--- config.mk ---
export PLATFORM = sky130hd
export DESIGN_NAME = startup_address_and_reset_control
export DESIGN_NICKNAME = d
export VERILOG_FILES = /design/src/startup_ctrl_pkg.sv /design/src/startup_address_and_reset_control.sv
export SDC_FILE = /design/constraint.sdc
export NUM_CORES = 1
export LEC_CHECK = 0
export ABC_AREA = 1
export BUFFER_PORTS_ARGS = -buffer_cell sky130_fd_sc_hd__buf_4
export CORE_ASPECT_RATIO = 0.9
export CORE_MARGIN = 2
export CORE_UTILIZATION = 45
export DETAILED_ROUTE_END_ITERATION = 6
export MAX_ROUTING_LAYER = met4
export SETUP_SLACK_MARGIN = 0.02
export SLEW_MARGIN = 40
export SYNTH_ARGS = -nofsm -noshare
export SYNTH_HDL_FRONTEND = slang
export SYNTH_SLANG_ARGS = --single-unit
--- constraint.sdc ---
create_clock -name sys_clk -period 5.7 [get_ports sys_clk]
set_clock_uncertainty 0.15 [all_clocks]
set_input_delay 1.14 -clock sys_clk [delete_from_list [all_inputs] [get_ports sys_clk]]
set_output_delay 1.14 -clock sys_clk [all_outputs]
set_load 0.02 [all_outputs]
--- src/startup_ctrl_pkg.sv ---
// shared constants for the start-up address and reset control block
package startup_ctrl_pkg;
  localparam int CLK_MHZ = 100;
  localparam int RESET_EXIT_US = 1000;
  localparam int RESET_EXIT_CYC = RESET_EXIT_US * CLK_MHZ;
  localparam int INIT_MS = 20;
  localparam int INIT_CYC = INIT_MS * 1000 * CLK_MHZ;
  localparam int RESET_LOW_MIN_NS = 1000;
  localparam int RESET_LOW_MIN_CYC = (RESET_LOW_MIN_NS * CLK_MHZ + 999) / 1000;
  localparam int ADC_W = 12;
  localparam int BIN_COUNT = 8;
  localparam int ADDR_MULT = 12;
  localparam logic [6:0] ADDR_FALLBACK = 7'h7E;
  localparam logic [ADC_W-1:0] BIN_LOW_MIN = 12'h0C8;
  localparam logic [ADC_W-1:0] BIN_HIGH_MAX = 12'hE00;
  localparam int JTAG_CLK_PCT = 90;
  localparam int GPIO_JTAG_SHARED = 4;
  localparam int JTAG_PIN_COUNT = 6;
endpackage : startup_ctrl_pkg

--- src/startup_address_and_reset_control.sv ---
// start-up sequencing: reset exit, address strap decode, jtag and brownout gating
`timescale 1ns/100ps
`default_nettype none
// Behaviour
// - flag a brownout whenever supply falls below 2.9 V detection level
// - brownout mode on: logs stay in SRAM, no flash writes
// - brownout seen with mode on: copy whole SRAM log into flash
// - brownout mode on: run-time counter survives resets and power-down
// - brownout mode off: run-time counter cleared after each reset
// - brownout mode optional, off unless config command turns it on
// - at power up bias both address pins and sample each with ADC
// - eight bins per pin; address is 12 times upper bin plus lower
// - each bin boundary is 1.25 times the previous one, except highest bin maximum BIN_B8 (12'hE00)
// - pin below lowest bin minimum gives address 126
// - pin above highest bin maximum gives address 126
// - jtag off by default, shared pins act as general I/O
// - jtag on at power up when config flash area is blank
// - jtag on when decoded address is 126; shared pins lost
// - four of six jtag pins usable as general I/O when jtag off
// - jtag mode runs system clock at 90 percent
// - jtag gives programming access only, no boundary scan
// - power-on reset holds until digital supply passes threshold
// - reset pin low beyond minimum pulse time holds device in reset
// - leave reset within 1 ms after reset pin rises
// - 20 ms init period on every reset exit, pwm low, others float
module startup_address_and_reset_control #(
  parameter int INIT_CYCLES = startup_ctrl_pkg::INIT_CYC,
  parameter int EXIT_CYCLES = startup_ctrl_pkg::RESET_EXIT_CYC,
  parameter logic [11:0] BIN_B0 = startup_ctrl_pkg::BIN_LOW_MIN,
  parameter logic [11:0] BIN_B1 = 12'h0FA,
  parameter logic [11:0] BIN_B2 = 12'h138,
  parameter logic [11:0] BIN_B3 = 12'h186,
  parameter logic [11:0] BIN_B4 = 12'h1E8,
  parameter logic [11:0] BIN_B5 = 12'h262,
  parameter logic [11:0] BIN_B6 = 12'h2FA,
  parameter logic [11:0] BIN_B7 = 12'h3B9,
  parameter logic [11:0] BIN_B8 = startup_ctrl_pkg::BIN_HIGH_MAX
) (
  input wire logic sys_clk,
  input wire logic rst_b,
  input wire logic supplyAboveThreshold,
  input wire logic resetPin,
  input wire logic supplyBelowBrownout,
  input wire logic brownoutModeCfg,
  input wire logic cfgFlashBlank,
  input wire logic adcDone,
  input wire logic [11:0] adcData,
  input wire logic logCopyDone,
  output logic adcStart,
  output logic adcSelUpper,
  output logic biasEnable,
  output logic deviceInReset,
  output logic initActive,
  output logic normalRun,
  output logic [6:0] busAddress,
  output logic jtagEnable,
  output logic sharedPinsGpio,
  output logic slowClock,
  output logic jtagScanEnable,
  output logic fastPwmLowHold,
  output logic generalPinsFloat,
  output logic brownoutFlag,
  output logic flashWriteAllowed,
  output logic logCopyStart,
  output logic runtimeClear
);
  // ****************************************
  // input synchronisers
  // ****************************************
  logic [2:0] porSync_q, pinSync_q, boSync_q;
  logic porOk_q, pinHigh_q, boLow_q;
  always_ff @(posedge sys_clk or negedge rst_b) begin
    if (!rst_b) begin
      porSync_q <= 3'h0;
      pinSync_q <= 3'h0;
      boSync_q <= 3'h0;
      porOk_q <= 1'b0;
      pinHigh_q <= 1'b0;
      boLow_q <= 1'b0;
    end else begin
      porSync_q <= {porSync_q[1:0], supplyAboveThreshold};
      pinSync_q <= {pinSync_q[1:0], resetPin};
      boSync_q <= {boSync_q[1:0], supplyBelowBrownout};
      if (porSync_q[1] == porSync_q[2]) porOk_q <= porSync_q[2];
      if (pinSync_q[1] == pinSync_q[2]) pinHigh_q <= pinSync_q[2];
      if (boSync_q[1] == boSync_q[2]) boLow_q <= boSync_q[2];
    end
  end

  // ****************************************
  // reset hold and exit
  // ****************************************
  logic [15:0] lowCnt_q;
  logic pinHold_q;
  always_ff @(posedge sys_clk or negedge rst_b) begin
    if (!rst_b) begin
      lowCnt_q <= 16'h0000;
      pinHold_q <= 1'b0;
    end else if (pinHigh_q) begin
      lowCnt_q <= 16'h0000;
      pinHold_q <= 1'b0;
    end else if (lowCnt_q >= 16'(startup_ctrl_pkg::RESET_LOW_MIN_CYC)) begin
      pinHold_q <= 1'b1;
    end else begin
      lowCnt_q <= lowCnt_q + 16'h0001;
    end
  end

  wire holdReset = !porOk_q || pinHold_q;

  typedef enum logic [4:0] {
    ST_RESET = 5'h01,
    ST_EXIT = 5'h02,
    ST_ADC = 5'h04,
    ST_INIT = 5'h08,
    ST_RUN = 5'h10
  } phase_e;
  phase_e state_q;
  logic [31:0] tmr_q;
  logic adcPhase_q;
  logic [2:0] binUp_q;
  logic badPin_q;
  logic latched_q;

  function automatic logic [3:0] binOf(input logic [11:0] v);
    logic [3:0] r;
    r = 4'h8;
    if (v < BIN_B0 || v > BIN_B8) r = 4'h8;
    else if (v < BIN_B1) r = 4'h0;
    else if (v < BIN_B2) r = 4'h1;
    else if (v < BIN_B3) r = 4'h2;
    else if (v < BIN_B4) r = 4'h3;
    else if (v < BIN_B5) r = 4'h4;
    else if (v < BIN_B6) r = 4'h5;
    else if (v < BIN_B7) r = 4'h6;
    else r = 4'h7;
    return r;
  endfunction : binOf

  wire [3:0] curBin = binOf(adcData);

  always_ff @(posedge sys_clk or negedge rst_b) begin
    if (!rst_b) begin
      state_q <= ST_RESET;
      tmr_q <= 32'h0;
      adcPhase_q <= 1'b0;
      binUp_q <= 3'h0;
      badPin_q <= 1'b0;
      latched_q <= 1'b0;
      busAddress <= startup_ctrl_pkg::ADDR_FALLBACK;
      jtagEnable <= 1'b0;
      adcStart <= 1'b0;
      adcSelUpper <= 1'b0;
      biasEnable <= 1'b0;
    end else begin
      adcStart <= 1'b0;
      if (holdReset) begin
        state_q <= ST_RESET;
        tmr_q <= 32'h0;
        biasEnable <= 1'b0;
      end else begin
        unique case (state_q)
          ST_RESET: begin
            state_q <= ST_EXIT;
            tmr_q <= 32'h0;
          end
          ST_EXIT: begin
            if (tmr_q >= 32'(EXIT_CYCLES - 2)) begin
              tmr_q <= 32'h0;
              if (latched_q) begin
                state_q <= ST_INIT;
              end else begin
                state_q <= ST_ADC;
                biasEnable <= 1'b1;
                adcSelUpper <= 1'b1;
                adcStart <= 1'b1;
                adcPhase_q <= 1'b0;
                badPin_q <= 1'b0;
              end
            end else begin
              tmr_q <= tmr_q + 32'h1;
            end
          end
          ST_ADC: begin
            if (adcDone) begin
              if (!adcPhase_q) begin
                binUp_q <= curBin[2:0];
                badPin_q <= curBin[3];
                adcPhase_q <= 1'b1;
                adcSelUpper <= 1'b0;
                adcStart <= 1'b1;
              end else begin
                biasEnable <= 1'b0;
                latched_q <= 1'b1;
                state_q <= ST_INIT;
                if (badPin_q || curBin[3]) begin
                  busAddress <= startup_ctrl_pkg::ADDR_FALLBACK;
                  jtagEnable <= 1'b1;
                end else begin
                  busAddress <= 7'(binUp_q * startup_ctrl_pkg::ADDR_MULT + curBin[2:0]);
                  jtagEnable <= cfgFlashBlank;
                end
              end
            end
          end
          ST_INIT: begin
            if (tmr_q >= 32'(INIT_CYCLES - 1)) begin
              state_q <= ST_RUN;
            end else begin
              tmr_q <= tmr_q + 32'h1;
            end
          end
          ST_RUN: state_q <= ST_RUN;
        endcase
      end
    end
  end

  // ****************************************
  // pin and clock modes
  // ****************************************
  always_ff @(posedge sys_clk or negedge rst_b) begin
    if (!rst_b) begin
      deviceInReset <= 1'b1;
      initActive <= 1'b0;
      normalRun <= 1'b0;
      fastPwmLowHold <= 1'b1;
      generalPinsFloat <= 1'b1;
      sharedPinsGpio <= 1'b0;
      slowClock <= 1'b0;
      jtagScanEnable <= 1'b0;
    end else begin
      deviceInReset <= holdReset || state_q == ST_RESET || state_q == ST_EXIT;
      initActive <= state_q == ST_ADC || state_q == ST_INIT;
      normalRun <= state_q == ST_RUN && !holdReset;
      fastPwmLowHold <= state_q != ST_RUN || holdReset;
      generalPinsFloat <= state_q != ST_RUN || holdReset;
      sharedPinsGpio <= state_q == ST_RUN && !holdReset && !jtagEnable;
      slowClock <= jtagEnable;
      jtagScanEnable <= 1'b0;
    end
  end

  // ****************************************
  // brownout and logging
  // ****************************************
  logic boMode_q, copying_q, copied_q, cleared_q;
  always_ff @(posedge sys_clk or negedge rst_b) begin
    if (!rst_b) begin
      boMode_q <= 1'b0;
      brownoutFlag <= 1'b0;
      flashWriteAllowed <= 1'b0;
      logCopyStart <= 1'b0;
      copying_q <= 1'b0;
      copied_q <= 1'b0;
      runtimeClear <= 1'b0;
      cleared_q <= 1'b0;
    end else begin
      boMode_q <= brownoutModeCfg;
      brownoutFlag <= boLow_q;
      logCopyStart <= 1'b0;
      flashWriteAllowed <= !boMode_q || copying_q;
      if (boMode_q && boLow_q && !copying_q && !copied_q) begin
        logCopyStart <= 1'b1;
        copying_q <= 1'b1;
      end else if (copying_q && logCopyDone) begin
        copying_q <= 1'b0;
        copied_q <= 1'b1;
      end
      if (!boLow_q && !copying_q) copied_q <= 1'b0;
      runtimeClear <= 1'b0;
      if (state_q == ST_INIT && !cleared_q) begin
        cleared_q <= 1'b1;
        runtimeClear <= !boMode_q;
      end else if (state_q == ST_RESET) begin
        cleared_q <= 1'b0;
      end
    end
  end

  // ****************************************
  // checks
  // ****************************************
  fallback_addr_a: assert property (@(posedge sys_clk) disable iff (!rst_b)
    $rose(latched_q) && (badPin_q || $past(curBin[3])) |-> busAddress == 7'h7E)
    else $error("fallback address not applied");
  jtag_on_126_a: assert property (@(posedge sys_clk) disable iff (!rst_b)
    $rose(latched_q) && busAddress == 7'h7E |-> jtagEnable)
    else $error("jtag not enabled at address 126");
  jtag_slow_a: assert property (@(posedge sys_clk) disable iff (!rst_b)
    jtagEnable |=> slowClock)
    else $error("clock not slowed in jtag mode");
  gpio_shared_a: assert property (@(posedge sys_clk) disable iff (!rst_b)
    sharedPinsGpio |-> !jtagEnable && normalRun)
    else $error("shared pins given to gpio with jtag on");
  addr_stable_a: assert property (@(posedge sys_clk) disable iff (!rst_b)
    latched_q && $past(latched_q) |-> $stable(busAddress) && $stable(jtagEnable))
    else $error("latched address changed");
  init_float_a: assert property (@(posedge sys_clk) disable iff (!rst_b)
    initActive |-> fastPwmLowHold && generalPinsFloat)
    else $error("pins released during init");
  no_flash_a: assert property (@(posedge sys_clk) disable iff (!rst_b)
    $past(boMode_q) && !$past(copying_q) |-> !flashWriteAllowed)
    else $error("flash write in brownout mode");
  copy_start_a: assert property (@(posedge sys_clk) disable iff (!rst_b)
    logCopyStart |-> $past(boMode_q) && $past(boLow_q) ##1 copying_q)
    else $error("log copy without brownout");
  no_scan_a: assert property (@(posedge sys_clk) disable iff (!rst_b)
    !jtagScanEnable)
    else $error("boundary scan enabled");
endmodule : startup_address_and_reset_control
`default_nettype wire

# --- Word level (Yosys, flattened, before mapping) ---
# Cells that the tools add are included.
# Widths: inputs -> output; s select.
classes:
  n_addsub: 3
  n_mul: 1
  n_lt_le_gt_ge: 12
  n_eq_ne: 21
  mux: 56
  bitwise_logic: 2
  reduce_logical: 39
op_table:
  columns: ["op", "count"]
  rows:
  - ["$mux 32", 3]
  - ["$pmux 32 s3", 1]
  - ["$lt 12x10->1 const B", 3]
  - ["$lt 12x9->1 const B", 3]
  - ["$add 32x1->32 const B", 1]
  - ["$ge 32x17->1 const B", 1]
  - ["$ge 32x21->1 const B", 1]
  - ["$mux 16", 2]
  - ["$mux 1", 30]
  - ["$mux 5", 5]
  - ["$pmux 5 s5", 1]
  - ["$lt 12x8->1 const B", 2]
  - ["$ne 3x3->1 const B", 6]
  - ["$add 16x1->16 const B", 1]
  - ["$ge 16x7->1 const B", 1]
  - ["$gt 12x12->1 const B", 1]
  - ["$mux 3", 4]
  - ["$reduce_and 4->1", 3]
  - ["$ne 2x2->1 const B", 5]
  - ["$pmux 1 s2", 5]
  - ["$reduce_and 5->1", 2]
  - ["$reduce_bool 2->1", 5]
  - ["$logic_and 1x1->1", 8]
  - ["$logic_not 1->1", 8]
  - ["other kinds (19)", 32]
totals:
  regBits: 97
  out_inout_bits: 23
  elab_cells: 167

# --- Longest topological paths before layout ---
depth:
  depth_word: 12
  depth_mapped: 13
  mapped_depth_nobuf: 12

# --- Least setup slack after synthesis ---
# Ideal clock, no wire load.
synth_path:
  kind: "in2reg"
  startpoint: "input adcData[2]"
  endpoint: "register busAddress[6]"
  setup_ns: 0.073
  arrival_ns: 2.544
  path_slack_ns: 2.933
  path_stages: 12
  path_cell_list: "nor2_1 nand2_1 nor3_1 nand3_1 nand2_1 nand2_1 nor2_1 ha_1 ha_1 nand4_1 xnor2_1 a21oi_1"
synth_between:
  word_cells_on_any_way: 21
  cone_classes: "1 x add/sub; 9 x order compare; 9 x mux; 2 x reduce/logical"
synth_lines:
  columns: ["element", "line_no", "text"]
  rows:
  - ["start: declaration", "startup_address_and_reset_control.sv:47", "input wire logic [11:0] adcData,"]
  - ["$lt 12x9->1", "startup_address_and_reset_control.sv:132", "else if (v < BIN_B4) r = 4'h3;"]
  - ["$mux 3", "startup_address_and_reset_control.sv:132", null]
  - ["$mux 3", "startup_address_and_reset_control.sv:131", "else if (v < BIN_B3) r = 4'h2;"]
  - ["$mux 3", "startup_address_and_reset_control.sv:130", "else if (v < BIN_B2) r = 4'h1;"]
  - ["$mux 3", "startup_address_and_reset_control.sv:129", "else if (v < BIN_B1) r = 4'h0;"]
  - ["$mux 4 (*)", "startup_address_and_reset_control.sv:128", "if (v < BIN_B0 || v > BIN_B8) r = 4'h8;"]
  - ["via curBin[2]", "startup_address_and_reset_control.sv:140", "wire [3:0] curBin = binOf(adcData);"]
  - ["$add 7x3->7 (*)", "startup_address_and_reset_control.sv:200", "busAddress <= 7'(binUp_q * startup_ctrl_pkg::ADDR_MULT + curBin[2:0]);"]
  - ["$mux 7 (*)", "startup_address_and_reset_control.sv:196", "if (badPin_q || curBin[3]) begin"]
  - ["end signal: assignment", "startup_address_and_reset_control.sv:150", "busAddress <= startup_ctrl_pkg::ADDR_FALLBACK;"]
  - ["end signal: assignment", "startup_address_and_reset_control.sv:197", "busAddress <= startup_ctrl_pkg::ADDR_FALLBACK;"]
  - ["end signal: assignment", "startup_address_and_reset_control.sv:200", null]
  - ["end: declaration", "startup_address_and_reset_control.sv:55", "output logic [6:0] busAddress,"]
# The timed path passes the listed nets; every way through them passes the cells marked *.
# A chain may end at the register's enable or synchronous reset.

# --- Final worst setup path ---
# Ends and elaborated chain as after synthesis.

==> results.json <==
{
  "initial_core_util_pct": 46.24,
  "ys_types": 42,
  "vias": 4002,
  "p_leak_nw": 3.031,
  "wl_per_cell_um": 12.00,
  "slew_headroom_pct": 61.10,
  "place_inst": 810,
  "status": "complete, no violations",
  "clk_latency_ps": 340,
  "setup_tns_ps": 0,
  "min-delay-start": "porSync_q[0]",
  "postPlaceCellArea_um2": 5438,
  "endpoint_kind": "flip-flop",
  "cp_data_arrival_time_ps": 2880,
  "grt_use_total_pct": 18.08,
  "gr-total-overflow": 0,
  "synth-seq-cells": 97,
  "dr_wl_met3_um": 381,
  "reg2reg_depth": 12,
  "wl_met2_um": 4598,
  "total_power_mw": 1.656,
  "io_pins": 44,
  "grt_setup_unrepaired": "false",
  "drive_gt1_share_pct": 14.54,
  "clock.fmax_mhz": 362.6,
  "hold_end": "porSync_q[1]",
  "yosysWarnings": 0,
  "die_height_um": 104.2,
  "dp_hpwl_um": 7144,
  "place_congestion": 0.8898,
  "drt-initial-drc-count": 185,
  "synthesis.nets": 658,
  "ctsRootBufferMaster": "clkbuf_16",
  "routed_wl_um": 9909,
  "grt_pass1_wl_um": 17280,
  "final_util_pct": 52.66,
  "maxCapViolCount": 0,
  "cts.repair.resized": 0,
  "ff2ff_setup_slack_ps": 3000,
  "io_buffers": 42,
  "synth_edf_count": 0,
  "timing.hold.ws_ps": 199.3,
  "top_layer": "met4",
  "ir_worst_vdd_v": 0.0001647,
  "cts_tree": "yes",
  "async_flop_share_pct": 100.0,
  "firstDrtPassIters": 4,
  "grt_pass1_vias": 3888,
  "cts_setup_buffers": 0,
  "area_growth_pct": 13.88,
  "preCtsSetupSlack_ps": 2591,
  "synth.avg_cell_area_um2": 8.006,
  "num_rows": 36,
  "setup-violations-final": 0,
  "p_per_area_nw_per_um2": 289.8,
  "drc_errors": 0,
  "diodes": 0,
  "syn_area_um2": 5020,
  "grt_max_degree": 61,
  "reg2reg_to": "tmr_q[19]",
  "fin_ws_ps": 2942,
  "worstPathMaxFanout": 5,
  "hold_buffers": 0,
  "clkSlewWorstSetupHoldPaths_ps": 60,
  "core_area_um2": 10860,
  "postLayoutCellArea_um2": 5717,
  "synth_ff_type": "dfrtp_1",
  "hold_class": "flip-flop to flip-flop",
  "die-area_um2": 12020,
  "stdcell_count": 826,
  "cts_max_path_buffers": 2,
  "yosysMostFrequentCell": "nand2_1",
  "cts_buffers": 9,
  "hold_viol": 0,
  "final-max-slew-violation-count": 0,
  "finalCritPeriodShare_pct": 48.38,
  "synth_top_area_share_pct": 43.87,
  "cts_sinks": 97,
  "synthTopCellsByCount": "nand2_1, dfrtp_1, inv_1",
  "whs_path_depth": 0,
  "critPathLaunchType": "primary input",
  "wl_met1_um": 4833,
  "worst_slew_pin_slew_ps": 582.7,
  "synth_top_area_cell": "dfrtp_1",
  "ant_nets": 0,
  "worstSetupPathType": "primary input to flip-flop",
  "avgViaCountPerCell": 4.845,
  "fin_crit_ps": 2758,
  "worstPathRequired_ps": 5820,
  "synth.top_cells.by_area": "dfrtp_1, nand2_1, inv_1",
  "ctsHtreeMaxLevel": 3,
  "timing.rr.start": "tmr_q[0]",
  "yosysSeqAreaShare_pct": 48.58,
  "antenna_found_initial": 0,
  "die-width_um": 115.3,
  "final_nets": 700,
  "syn_inst": 627
}
==> worst max path at each step <==
stage | startpoint | to | slack, ps
2_1_floorplan | adcData[2] | busAddress[6] | 2930
3_3_place_gp | adcData[2] | busAddress[6] | 2690
3_5_place_dp | adcData[2] | busAddress[6] | 2590
4_1_cts | adcData[2] | busAddress[6] | 2950
5_1_grt | adcData[11] | busAddress[6] | 2680
6_report | adcData[2] | busAddress[6] | 2940
==> report_power, final <==
group	internal [mW]	switching [mW]	total [mW]
Clock	0.309	0.254	0.563
Sequential	0.741	0.0448	0.785
Combinational	0.108	0.200	0.308
Total	1.16	0.499	1.66
==> cell families after synthesis <==
logic type	Yosys count	synth area share [%]
AOI/OAI and AO/OA	48	5.708
xor gates and xnor gates	19	3.315
adders and majority gates	13	3.240
buffers and inverters	108	9.072
DFF	97	48.58
other	1	0.07470
and+or+nand+nor	341	30.01
==> layer usage <==
layer	track usage, %	vias up
li1	-	2040
met1	23.64	1878
met2	28.61	75
met3	4.254	9
met4	4.131	0
met5	-	-
==> layout make-up <==
type,instances,area [um2]
inverters,96,360.3
clock inverters,4,28.78
well taps,152,190.2
clock buffers,12,246.5
fillers,1040,5139
repair buffers,43,326.6
multi-input cells,422,2126
flip-flops and latches,97,2439
==> state kept, by name, summed over array words and instances, names as in the netlist, 3 cells and up <==
name,flops
tmr_q,32
lowCnt_q,16
busAddress,7
state_q,5
binUp_q,3
boSync_q,3
pinSync_q,3
porSync_q,3
==> layout by cell type (no fill, tap or decap), types with 3 or more instances in the layout <==
| master | synthesis | final |
|---|---|---|
| a21oi_1 | 12 | 12 |
| buf_4 | 4 | 42 |
| clkbuf_16 | 0 | 9 |
| dfrtp_1 | 88 | 88 |
| dfstp_2 | 9 | 9 |
| ha_1 | 9 | 9 |
| inv_1 | 87 | 87 |
| inv_2 | 9 | 9 |
| maj3_1 | 3 | 3 |
| nand2_1 | 163 | 163 |
| nand3_1 | 49 | 49 |
| nand3_2 | 9 | 9 |
| nand4_1 | 14 | 14 |
| nor2_1 | 86 | 86 |
| nor2_2 | 5 | 5 |
| nor3_1 | 7 | 7 |
| o21ai_0 | 18 | 18 |
| o22a_1 | 4 | 4 |
| xnor2_1 | 4 | 4 |
| xor2_1 | 15 | 15 |
==> critical path, stage by stage <==
cell	delay (ps)
buf_4	110
nor2_1	170
nand2_1	110
nor3_1	150
nand3_1	90
nand2_1	60
nand2_1	100
nor2_1	170
ha_1	190
ha_1	180
nand4_1	120
xnor2_1	140
a21oi_1	140
No activity file was read; power rests on OpenSTA's default activity.
